===== config.mk =====
export PLATFORM = sky130hd
export DESIGN_NAME = scslp_top
export DESIGN_NICKNAME = d
export VERILOG_FILES = /design/src/core/scslp_pkg.sv /design/src/core/scslp_align.sv /design/src/core/scslp_arb.sv /design/src/core/scslp_top.sv
export SDC_FILE = /design/constraint.sdc
export NUM_CORES = 1
export LEC_CHECK = 0
export BUFFER_PORTS_ARGS = -buffer_cell sky130_fd_sc_hd__buf_2
export CORE_MARGIN = 5
export CORE_UTILIZATION = 34
export DETAILED_ROUTE_END_ITERATION = 12
export PLACE_DENSITY = 0.75
export SYNTH_ARGS = -nofsm -noshare
export SYNTH_HDL_FRONTEND = slang
export SYNTH_HIERARCHICAL = 1
export SYNTH_SLANG_ARGS = --single-unit
export TNS_END_PERCENT = 1

===== constraint.sdc =====
create_clock -name hclk -period 2.1 [get_ports hclk]
set_clock_uncertainty 0.05 [all_clocks]
set_input_delay 0.315 -clock hclk [delete_from_list [all_inputs] [get_ports hclk]]
set_output_delay 0.315 -clock hclk [all_outputs]
set_load 0.01 [all_outputs]

===== src/core/scslp_pkg.sv =====
// constants and carrier types for the system control, low power and priority block
// assumes a single hclk domain and an AHB-Lite register port
// Notes on behaviour
// - pending-event select 0: only enabled interrupts wake
// - pending-event select 1: any interrupt wakes
// - event wakes waiter, else latched for next
// - send-event instruction also makes a wake event
// - deep sleep select picks sleep or deep
// - sleep on handler return only when enabled
// - indicator register ignores all writes
// - stack alignment indicator always reads one
// - status bit nine records and restores alignment
// - unaligned indicator one; unaligned access faults
// - each system handler priority is 0..3
// - eight-bit fields keep bits 7:6 only
// - supervisor call priority in bits 31:24
// - tick timer priority in bits 31:24
// - pendable service priority in bits 23:16
package scslp_pkg;
  // register byte offsets
  localparam logic [7:0]  OFS_LPC        = 8'h00;
  localparam logic [7:0]  OFS_CBI        = 8'h04;
  localparam logic [7:0]  OFS_HP2        = 8'h08;
  localparam logic [7:0]  OFS_HP3        = 8'h0c;
  // field positions
  localparam int          LPC_EVPEND_BIT = 4;
  localparam int          LPC_DEEP_BIT   = 2;
  localparam int          LPC_SOE_BIT    = 1;
  localparam int          CBI_STK_BIT    = 9;
  localparam int          CBI_UNAL_BIT   = 3;
  localparam int          PRI_SVC_LSB    = 24;
  localparam int          PRI_TICK_LSB   = 24;
  localparam int          PRI_PEND_LSB   = 16;
  localparam int          PRI_KEEP_OFS   = 6;
  localparam int          PSR_ALIGN_BIT  = 9;
  // fixed and reset values
  localparam logic [31:0] CBI_VALUE      = 32'h0000_0208;
  localparam logic [1:0]  PRI_RESET      = 2'h0;
  localparam logic        LPC_BIT_RESET  = 1'b0;
  // bus encodings
  localparam logic [2:0]  HSIZE_WORD     = 3'h2;
  localparam logic [1:0]  ASIZE_HALF     = 2'h1;
  localparam logic [1:0]  ASIZE_WORD     = 2'h2;

  typedef enum logic {WK_RUN, WK_WAIT} scslp_wk_t;

  typedef struct packed {
    logic [1:0] svc;
    logic [1:0] pend;
    logic [1:0] tick;
  } scslp_prio_t;

  typedef struct packed {
    logic irq_new;
    logic irq_new_enabled;
    logic event_in;
    logic sev_exec;
    logic wfe_exec;
  } scslp_wake_in_t;

  typedef struct packed {
    logic wake_up;
    logic sleep_request;
    logic deep_sleep;
    logic event_latched;
  } scslp_pwr_out_t;

  typedef struct packed {
    logic [31:0] hrdata;
    logic        dp_write;
    logic [7:0]  dp_addr;
    logic        evpend_sel;
    logic        deep_sel;
    logic        soe_sel;
    scslp_prio_t prio;
    scslp_wk_t   wk;
    logic        event_latched;
    logic        wake_up;
    logic        sleep_req;
  } scslp_state_t;
endpackage


===== src/core/scslp_align.sv =====
// stack alignment on exception entry/return and unaligned access trap
// purely combinational; the caller samples the results
module scslp_align (
  input  logic        exc_entry,
  input  logic        exc_return,
  input  logic [31:0] sp_in,
  input  logic        psr_align_in,
  input  logic        access_valid,
  input  logic [1:0]  access_addr,
  input  logic [1:0]  access_size,
  output logic [31:0] sp_out,
  output logic        psr_align_out,
  output logic        hard_fault_req
);
  // entry rounds down to 8 bytes and records the pad, return adds it back
  always_comb begin
    sp_out        = sp_in;
    psr_align_out = 1'b0;
    if (exc_entry) begin
      sp_out        = {sp_in[31:3], 3'h0};
      psr_align_out = sp_in[2];
    end else if (exc_return && psr_align_in) begin
      sp_out = sp_in | 32'h0000_0004;
    end
  end

  // every misaligned half or word access traps, no fixup path exists
  always_comb begin
    hard_fault_req = 1'b0;
    if (access_valid) begin
      if (access_size == scslp_pkg::ASIZE_HALF) hard_fault_req = access_addr[0];
      else if (access_size == scslp_pkg::ASIZE_WORD) hard_fault_req = |access_addr;
    end
  end
endmodule


===== src/core/scslp_arb.sv =====
// picks the most urgent pending configurable system exception
// index 0 supervisor call, 1 pendable service, 2 tick timer
module scslp_arb (
  input  logic [2:0]            pend,
  input  scslp_pkg::scslp_prio_t prio,
  output logic                  win_valid,
  output logic [1:0]            win_id
);
  logic [1:0] lvl [3];
  logic [1:0] best;

  assign lvl[0] = prio.svc;
  assign lvl[1] = prio.pend;
  assign lvl[2] = prio.tick;

  // strict less-than so ties go to the lower exception number
  always_comb begin
    win_valid = 1'b0;
    win_id    = 2'h0;
    best      = 2'h3;
    for (int i = 0; i < 3; i++) begin
      if (pend[i] && (!win_valid || lvl[i] < best)) begin
        win_valid = 1'b1;
        win_id    = 2'(i);
        best      = lvl[i];
      end
    end
  end
endmodule


===== src/core/scslp_top.sv =====
// system control registers: low power control, behaviour indicators,
// handler priorities, wake/event logic and sleep-on-exit request
// assumes one AHB-Lite master, word transfers, inputs synchronous to hclk
//
// Added by the designer: the placing of the registers and the AHB-Lite interface to the registers.
module scslp_top (
  input  logic                     hclk,
  input  logic                     hresetn,
  input  logic                     hce,
  input  logic                     hsel,
  input  logic [31:0]              haddr,
  input  logic [1:0]               htrans,
  input  logic                     hwrite,
  input  logic [2:0]               hsize,
  input  logic [31:0]              hwdata,
  input  logic                     hready,
  output logic                     hreadyout,
  output logic                     hresp,
  output logic [31:0]              hrdata,
  input  scslp_pkg::scslp_wake_in_t wake_in,
  input  logic                     handler_return_to_thread,
  output scslp_pkg::scslp_pwr_out_t pwr_out,
  input  logic [2:0]               sys_pend,
  output logic                     sys_win_valid,
  output logic [1:0]               sys_win_id,
  output scslp_pkg::scslp_prio_t   sys_prio,
  input  logic                     exc_entry,
  input  logic                     exc_return,
  input  logic [31:0]              sp_in,
  input  logic                     psr_align_in,
  output logic [31:0]              sp_out,
  output logic                     psr_align_out,
  input  logic                     access_valid,
  input  logic [1:0]               access_addr,
  input  logic [1:0]               access_size,
  output logic                     hard_fault_req
);
  scslp_pkg::scslp_state_t s;
  scslp_pkg::scslp_state_t nxt;
  logic                    accept;
  logic                    ev;

  // register image as software sees it; reserved bits stay zero
  function automatic logic [31:0] read_word(
    input logic [7:0]              a,
    input scslp_pkg::scslp_state_t st
  );
    logic [31:0] w;
    w = 32'h0;
    case (a)
      scslp_pkg::OFS_LPC: begin
        w[scslp_pkg::LPC_EVPEND_BIT] = st.evpend_sel;
        w[scslp_pkg::LPC_DEEP_BIT]   = st.deep_sel;
        w[scslp_pkg::LPC_SOE_BIT]    = st.soe_sel;
      end
      scslp_pkg::OFS_CBI: begin
        w = scslp_pkg::CBI_VALUE;
      end
      scslp_pkg::OFS_HP2: begin
        w[scslp_pkg::PRI_SVC_LSB+scslp_pkg::PRI_KEEP_OFS +: 2] = st.prio.svc;
      end
      scslp_pkg::OFS_HP3: begin
        w[scslp_pkg::PRI_TICK_LSB+scslp_pkg::PRI_KEEP_OFS +: 2] = st.prio.tick;
        w[scslp_pkg::PRI_PEND_LSB+scslp_pkg::PRI_KEEP_OFS +: 2] = st.prio.pend;
      end
      default: begin
        w = 32'h0;
      end
    endcase
    return w;
  endfunction

  // zero wait states, always OKAY
  assign hreadyout = 1'b1;
  assign hresp     = 1'b0;
  assign accept    = hsel && hready && htrans[1];

  // any wake source; disabled interrupts count only with pending-event select
  assign ev = wake_in.sev_exec || wake_in.event_in ||
              (wake_in.irq_new && (wake_in.irq_new_enabled || s.evpend_sel));

  // next-state logic for the whole block
  always_comb begin
    nxt           = s;
    nxt.wake_up   = 1'b0;
    nxt.sleep_req = 1'b0;

    // data phase of a write; only whole words reach the registers
    if (s.dp_write) begin
      unique case (s.dp_addr)
        scslp_pkg::OFS_LPC: begin
          nxt.evpend_sel = hwdata[scslp_pkg::LPC_EVPEND_BIT];
          nxt.deep_sel   = hwdata[scslp_pkg::LPC_DEEP_BIT];
          nxt.soe_sel    = hwdata[scslp_pkg::LPC_SOE_BIT];
        end
        scslp_pkg::OFS_HP2: begin
          // low six bits of the field are simply not stored
          nxt.prio.svc = hwdata[scslp_pkg::PRI_SVC_LSB+scslp_pkg::PRI_KEEP_OFS +: 2];
        end
        scslp_pkg::OFS_HP3: begin
          nxt.prio.tick = hwdata[scslp_pkg::PRI_TICK_LSB+scslp_pkg::PRI_KEEP_OFS +: 2];
          nxt.prio.pend = hwdata[scslp_pkg::PRI_PEND_LSB+scslp_pkg::PRI_KEEP_OFS +: 2];
        end
        default: begin
          // indicators and unmapped space: write dropped
          nxt.dp_addr = s.dp_addr;
        end
      endcase
    end

    // address phase; a narrow write is dropped rather than merged
    nxt.dp_write = accept && hwrite && (hsize == scslp_pkg::HSIZE_WORD);
    nxt.dp_addr  = haddr[7:0];
    // read data from the post-write image, so back-to-back write/read is coherent
    if (accept && !hwrite) begin
      nxt.hrdata = read_word(haddr[7:0], nxt);
    end

    // wait-for-event sequencing
    unique case (s.wk)
      scslp_pkg::WK_RUN: begin
        if (wake_in.wfe_exec) begin
          if (s.event_latched || ev) begin
            nxt.wake_up       = 1'b1;
            nxt.event_latched = 1'b0;
          end else begin
            nxt.wk = scslp_pkg::WK_WAIT;
          end
        end else if (ev) begin
          nxt.event_latched = 1'b1;
        end
      end
      scslp_pkg::WK_WAIT: begin
        if (ev) begin
          nxt.wake_up = 1'b1;
          nxt.wk      = scslp_pkg::WK_RUN;
        end
      end
    endcase

    // return to thread mode sleeps only when enabled
    nxt.sleep_req = handler_return_to_thread && s.soe_sel;
  end

  // all state in one register, frozen while hce is low
  always_ff @(posedge hclk or negedge hresetn) begin
    if (!hresetn) begin
      s               <= '0;
      s.evpend_sel    <= scslp_pkg::LPC_BIT_RESET;
      s.deep_sel      <= scslp_pkg::LPC_BIT_RESET;
      s.soe_sel       <= scslp_pkg::LPC_BIT_RESET;
      s.prio.svc      <= scslp_pkg::PRI_RESET;
      s.prio.pend     <= scslp_pkg::PRI_RESET;
      s.prio.tick     <= scslp_pkg::PRI_RESET;
      s.wk            <= scslp_pkg::WK_RUN;
    end else if (hce) begin
      s <= nxt;
    end
  end

  // outputs straight from flops
  assign hrdata                = s.hrdata;
  assign pwr_out.wake_up       = s.wake_up;
  assign pwr_out.sleep_request = s.sleep_req;
  assign pwr_out.deep_sleep    = s.deep_sel;
  assign pwr_out.event_latched = s.event_latched;
  assign sys_prio              = s.prio;

  scslp_arb u_arb (
    .pend      (sys_pend),
    .prio      (s.prio),
    .win_valid (sys_win_valid),
    .win_id    (sys_win_id)
  );

  scslp_align u_align (
    .exc_entry      (exc_entry),
    .exc_return     (exc_return),
    .sp_in          (sp_in),
    .psr_align_in   (psr_align_in),
    .access_valid   (access_valid),
    .access_addr    (access_addr),
    .access_size    (access_size),
    .sp_out         (sp_out),
    .psr_align_out  (psr_align_out),
    .hard_fault_req (hard_fault_req)
  );
endmodule


After elaboration in Yosys (flattened, before gate mapping)
Cells that the tools add are included.
{ "op_classes": {"reduce_logical": 25, "mux": 33, "bitwise": 1, "n_lt_le_gt_ge": 2, "eq_ne": 9} }
{ "ops": {"columns": ["cell", "n"], "rows": [
  ["$eq 8x4->1 const B", 4],
  ["$mux 1", 17],
  ["$logic_not 8->1", 2],
  ["$mux 2", 7],
  ["$logic_and 1x1->1", 10],
  ["$mux 3", 3],
  ["$mux 9", 1],
  ["$eq 8x3->1 const B", 1],
  ["$logic_or 1x1->1", 6],
  ["$mux 5", 1],
  ["$lt 2x2->1", 2],
  ["$mux 4", 1],
  ["$pmux 1 s2", 2],
  ["$pmux 2 s2", 1],
  ["$reduce_and 4->1", 1],
  ["$eq 3x2->1 const B", 1],
  ["$logic_not 1->1", 3],
  ["$eq 2x1->1 const B", 1],
  ["$eq 2x2->1 const B", 1],
  ["$ne 2x1->1 const B", 1],
  ["$reduce_and 2->1", 1],
  ["$reduce_bool 2->1", 1],
  ["$reduce_or 2->1", 1],
  ["$not 1->1", 1]
]} }
{ "word_totals": {"out_inout_bits": 81, "reg_bits": 47, "word_cells": 83, "input_bits": 124} }

Depth between registers and ports, before layout
{ "logic_depth": {"word_depth": 9, "ltp_mapped": 10, "mapped_depth_nobuf": 10} }

Hierarchy
The synthesis kept the hierarchy.
{ "by_module_without_submodules": {"columns": ["module", "seq_area_each_um2", "area_each_um2", "cells_per_inst", "instances"], "rows": [
  ["scslp_top", 750.7, 1809.2, 172, 1],
  ["scslp_align", 0.0, 269.0, 38, 1],
  ["scslp_arb", 0.0, 152.6, 22, 1]
]} }

Least setup slack after synthesis
Ideal clock, no wire load.
{ "synth_path": {"kind": "register -> output", "from": "reg, netlist name sys_prio[5]", "to": "out sys_win_id[0]", "stages_incl_launch_ff": 10, "n_path_buf": 0, "required_ps": 1735, "arrival_ps": 1935, "slack_ps": -200, "path_cell_list": "dfrtp_1 -> nor2_1 -> ha_1 -> a21oi_1 -> o21ai_1 -> mux2_4 -> ha_1 -> o21a_1 -> o22ai_1 -> a21oi_1"} }
{ "synth_between": {"elab_chain_len": 9, "elab_cells_between_ends": 12, "classes_between": "2 x order compare; 5 x mux; 5 x reduce/logical"} }
{ "synth_rtl": {"columns": ["element", "line_no", "source"], "rows": [
  ["$mux 2 *", "scslp_arb.sv:22", "if (pend[i] && (!win_valid || lvl[i] < best)) begin"],
  ["$lt 2x2->1", "scslp_arb.sv:22", null],
  ["$logic_or 1x1->1", "scslp_arb.sv:22", null],
  ["$logic_and 1x1->1", "scslp_arb.sv:22", null],
  ["$mux 2 or $mux 1 (tied branches)", "scslp_arb.sv:22", null],
  ["$lt 2x2->1 or $logic_not 1->1 (tied branches)", "scslp_arb.sv:22", null],
  ["$logic_or 1x1->1", "scslp_arb.sv:22", null],
  ["$logic_and 1x1->1", "scslp_arb.sv:22", null],
  ["$mux 2 *", "scslp_arb.sv:22", null],
  ["to (decl)", "scslp_top.sv:25", "output logic [1:0] sys_win_id,"]
]} }
Mark *: on every way between the ends. The rest lies on a longest branch, timed or not.

Worst setup path in the final report
{ "layout_path": {"from": "reg, netlist name sys_prio[5]", "to": "out sys_win_id[0]"} }
{ "layout_between": {"elab_chain_len": 9, "elab_cells_between_ends": 12, "classes_between": "2 x order compare; 5 x mux; 5 x reduce/logical"} }
{ "layout_rtl": {"columns": ["element", "line_no"], "rows": [
  ["$mux 2 *", "scslp_arb.sv:22"],
  ["$lt 2x2->1", "scslp_arb.sv:22"],
  ["$logic_or 1x1->1", "scslp_arb.sv:22"],
  ["$logic_and 1x1->1", "scslp_arb.sv:22"],
  ["$mux 2 or $mux 1 (tied branches)", "scslp_arb.sv:22"],
  ["$lt 2x2->1 or $logic_not 1->1 (tied branches)", "scslp_arb.sv:22"],
  ["$logic_or 1x1->1", "scslp_arb.sv:22"],
  ["$logic_and 1x1->1", "scslp_arb.sv:22"],
  ["$mux 2 *", "scslp_arb.sv:22"]
]} }
Marked as above.

==> metrics.txt <==
worst min path class in -> async; Req. time, crit path 1.74 ns; fin crit share 124.4%; height of the chip 91 um; R2R cell count 4; initial antenna violation count 0; violated checks negative setup slack; Avg Cell Area, Syn 9.616 um2; CP Capture Type output pin; sequential share of the synthesized area 33.65%; pwr dens 531.4 mW/mm2; CTS buffer count 5; reg2reg setup slack 0.31 ns; hold_ws 0.02417 ns; Post-synth EDFFs 0; via count 1586; RSZ-0062 raised after global routing yes; clk buf depth 2; # diodes 0; Synth Flop Type dfrtp_1; Post-Syn Area 0.002231 mm2; origin of the worst setup path sys_prio[5]; Sequential Area 750.7 um2; Port Buffers 71; CTS root buf clkbuf_8; max-slew headroom at the worst pin 56.39%; DP Cell Count 336; vias in the first global route 1660; width of the die 91 um; synthesis-stage register bit count 30; fin nets 392; Slew @ Worst Pin 0.6542 ns; Vias/cell 4.637; filler cell count 632; Final Non-Filler Cells 342; Max IR drop VDD 0.2271 mV; largest net degree at the start of global routing 31; total global-route track usage 11.20%; asr flop ratio synth 100.0%; H-tree levels 2; Worst R2R Start s[18]; Final Hold Viols 0; Final Wtd Congestion 0.7903; max_cap viols 0; initial core utilization 35.13%; IO Count 205; DP Wirelength 3920 um; 1st-pass router iterations 4; CP Max Fanout 2; Startpoint Class register; status finished, violations left; Avg WL per Cell 13.85 um; clk_lat worst skew 0.27 ns; Synth cell types 46; Yosys warning total 6; critical path class reg -> out; r2r endpoint s[12]; multi-input logic area 0.001003 mm2; Max Clk Rate 0.3828 GHz; Setup Buffers After CTS 0; max-slew violations 0; die area 0.008281 mm2; Post-Synthesis Cells 232; First DRT Iteration DRCs 55; GRT overflow 0; Antenna Nets Post-Route 0; Worst Setup EP sys_win_id[0]; leakage 1.214 nW; first-pass GRT wire length 7845 um; final setup fails 2; setup TNS -1.015 ns; # DRC 0; CTS tree yes; CP arrival 2.25 ns; share of layout cells above drive strength 1 44.91%; clk slew on worst S/H paths 0.06 ns; Cell Rows 29; Core ar. 0.006350 mm2; area grow syn2layout 7.459%; PnR worst setup slack -0.5121 ns; CTS Sinks 30; min Tclk post-route 2.612 ns; Routed WL 4735 um
-- where the power goes --
part	switching, W	internal, W	leakage [nW]
Combinational	0.000115	0.0000961	0.775
Clock	0.000184	0.000252	0.0431
Sequential	0.0000235	0.000603	0.396
-- synthesized netlist by cell type (2+ instances only) --
cell type  instances  area [um2]
buf_4             73       548.0
inv_1              8       30.03
conb_1             2       7.510
o21ai_0           12       60.06
nand2_1           11       41.29
and4_1             2       17.52
nor2b_1            5       31.28
a221oi_1           2       17.52
nor2_1             7       26.28
mux2i_1            5       50.05
o21ai_1            4       20.02
a21oi_1            3       15.01
or3b_1             2       17.52
and2_1             3       18.77
mux2_4             4       60.06
buf_6              2       22.52
nand3_1            4       20.02
mux2_2            13       146.4
ha_1               2       25.02
a22oi_1            3       22.52
nand4_1            2       12.51
dfrtp_1           30       750.7
a31oi_1            6       37.54
nand3b_1           4       30.03
and3_1             2       12.51
-- what timing repair did --
action | in CTS | in global routing
endpoints found under the setup margin | 2 | 2
endpoints found under the hold margin | 0 | 0
hold buffers | 0 | 0
pin swaps | 2 | 1
gates resized for setup | 5 | 0
gates cloned | 0 | 0
-- metal layers --
layer,global-route usage (%),share of wire [%]
met5,0,0
met4,2.934,0.40
met3,4.132,9.4
met2,20.13,53
met1,12.40,37
-- logic make-up (layout without fill, tap and decap cells) --
logic type      after synthesis  count (layout)  synth area share, %
other cells                   2              25               0.3366
mux                          22              22                11.50
buf+inv                      86              96                27.48
flops                        30              30                33.65
fa+ha+maj                     2               2                1.122
simple gates                 53              53                15.31
compound gates               37              37                10.60
-- registers in the layout, summed over array words and instances, names as in the netlist --
| register | cells |
|---|---|
| pwr_out | 4 |
| sys_prio | 6 |
| hrdata | 8 |
| s | 12 |
-- metrics by stage --
stage	util [%]	area (um2)	setup slack [ns]	total power, W
after floorplan	-	2328	-0.1415	0.0008425
after global placement	35.84	2276	-0.3231	0.0008352
after detailed placement	35.84	2276	-0.3930	0.0008443
after CTS	37.75	2397	-0.5234	0.001289
after global routing	37.75	2397	-0.6218	0.001344
final	37.75	2397	-0.5121	0.001274
-- cell type report --
cell class	instances	share of cell area, %
Clock buffer	6	3.445
Inverter	9	1.409
Multi-Input combinational cell	139	41.86
Sequential cell	30	31.32
Tap cell	77	4.019
Timing Repair Buffer	81	17.95
-- cells in the final DEF, fill, tap and decap left out, drive strengths merged, types with 2 or more instances in the layout --
cell     n
a21oi    3
nor2     7
a221oi   2
nand2   12
and4     2
mux2    17
and2     3
nand3    5
and3     3
or3b     2
inv      9
a31oi    6
o21ai   16
ha       2
dfrtp   30
conb    25
nand4    2
a22oi    3
nor4     2
clkbuf   6
mux2i    5
buf     81
nand3b   4
nor2b    5
-- critical path: stages (launching register included) --
cell and delay, ns:
dfrtp_1 0.42, nor2_4 0.13, ha_4 0.22, a21oi_2 0.12
o21ai_2 0.08, mux2_4 0.32, ha_4 0.26, o21a_1 0.12
o22ai_2 0.06, a21oi_2 0.11, buf_2 0.14
-- worst min path at each step --
stage	from	endpoint	slack, ns	cells after the start
2_1_floorplan	hresetn	hrdata[1]	-0.03	0
3_3_place_gp	hresetn	pwr_out[2]	0.33	1
3_5_place_dp	hresetn	pwr_out[2]	0.33	1
4_1_cts	hresetn	pwr_out[2]	0.05	1
5_1_grt	hresetn	pwr_out[2]	0.08	1
6_report	hresetn	pwr_out[2]	0.02	1
(Power assumes the default switching activity.)
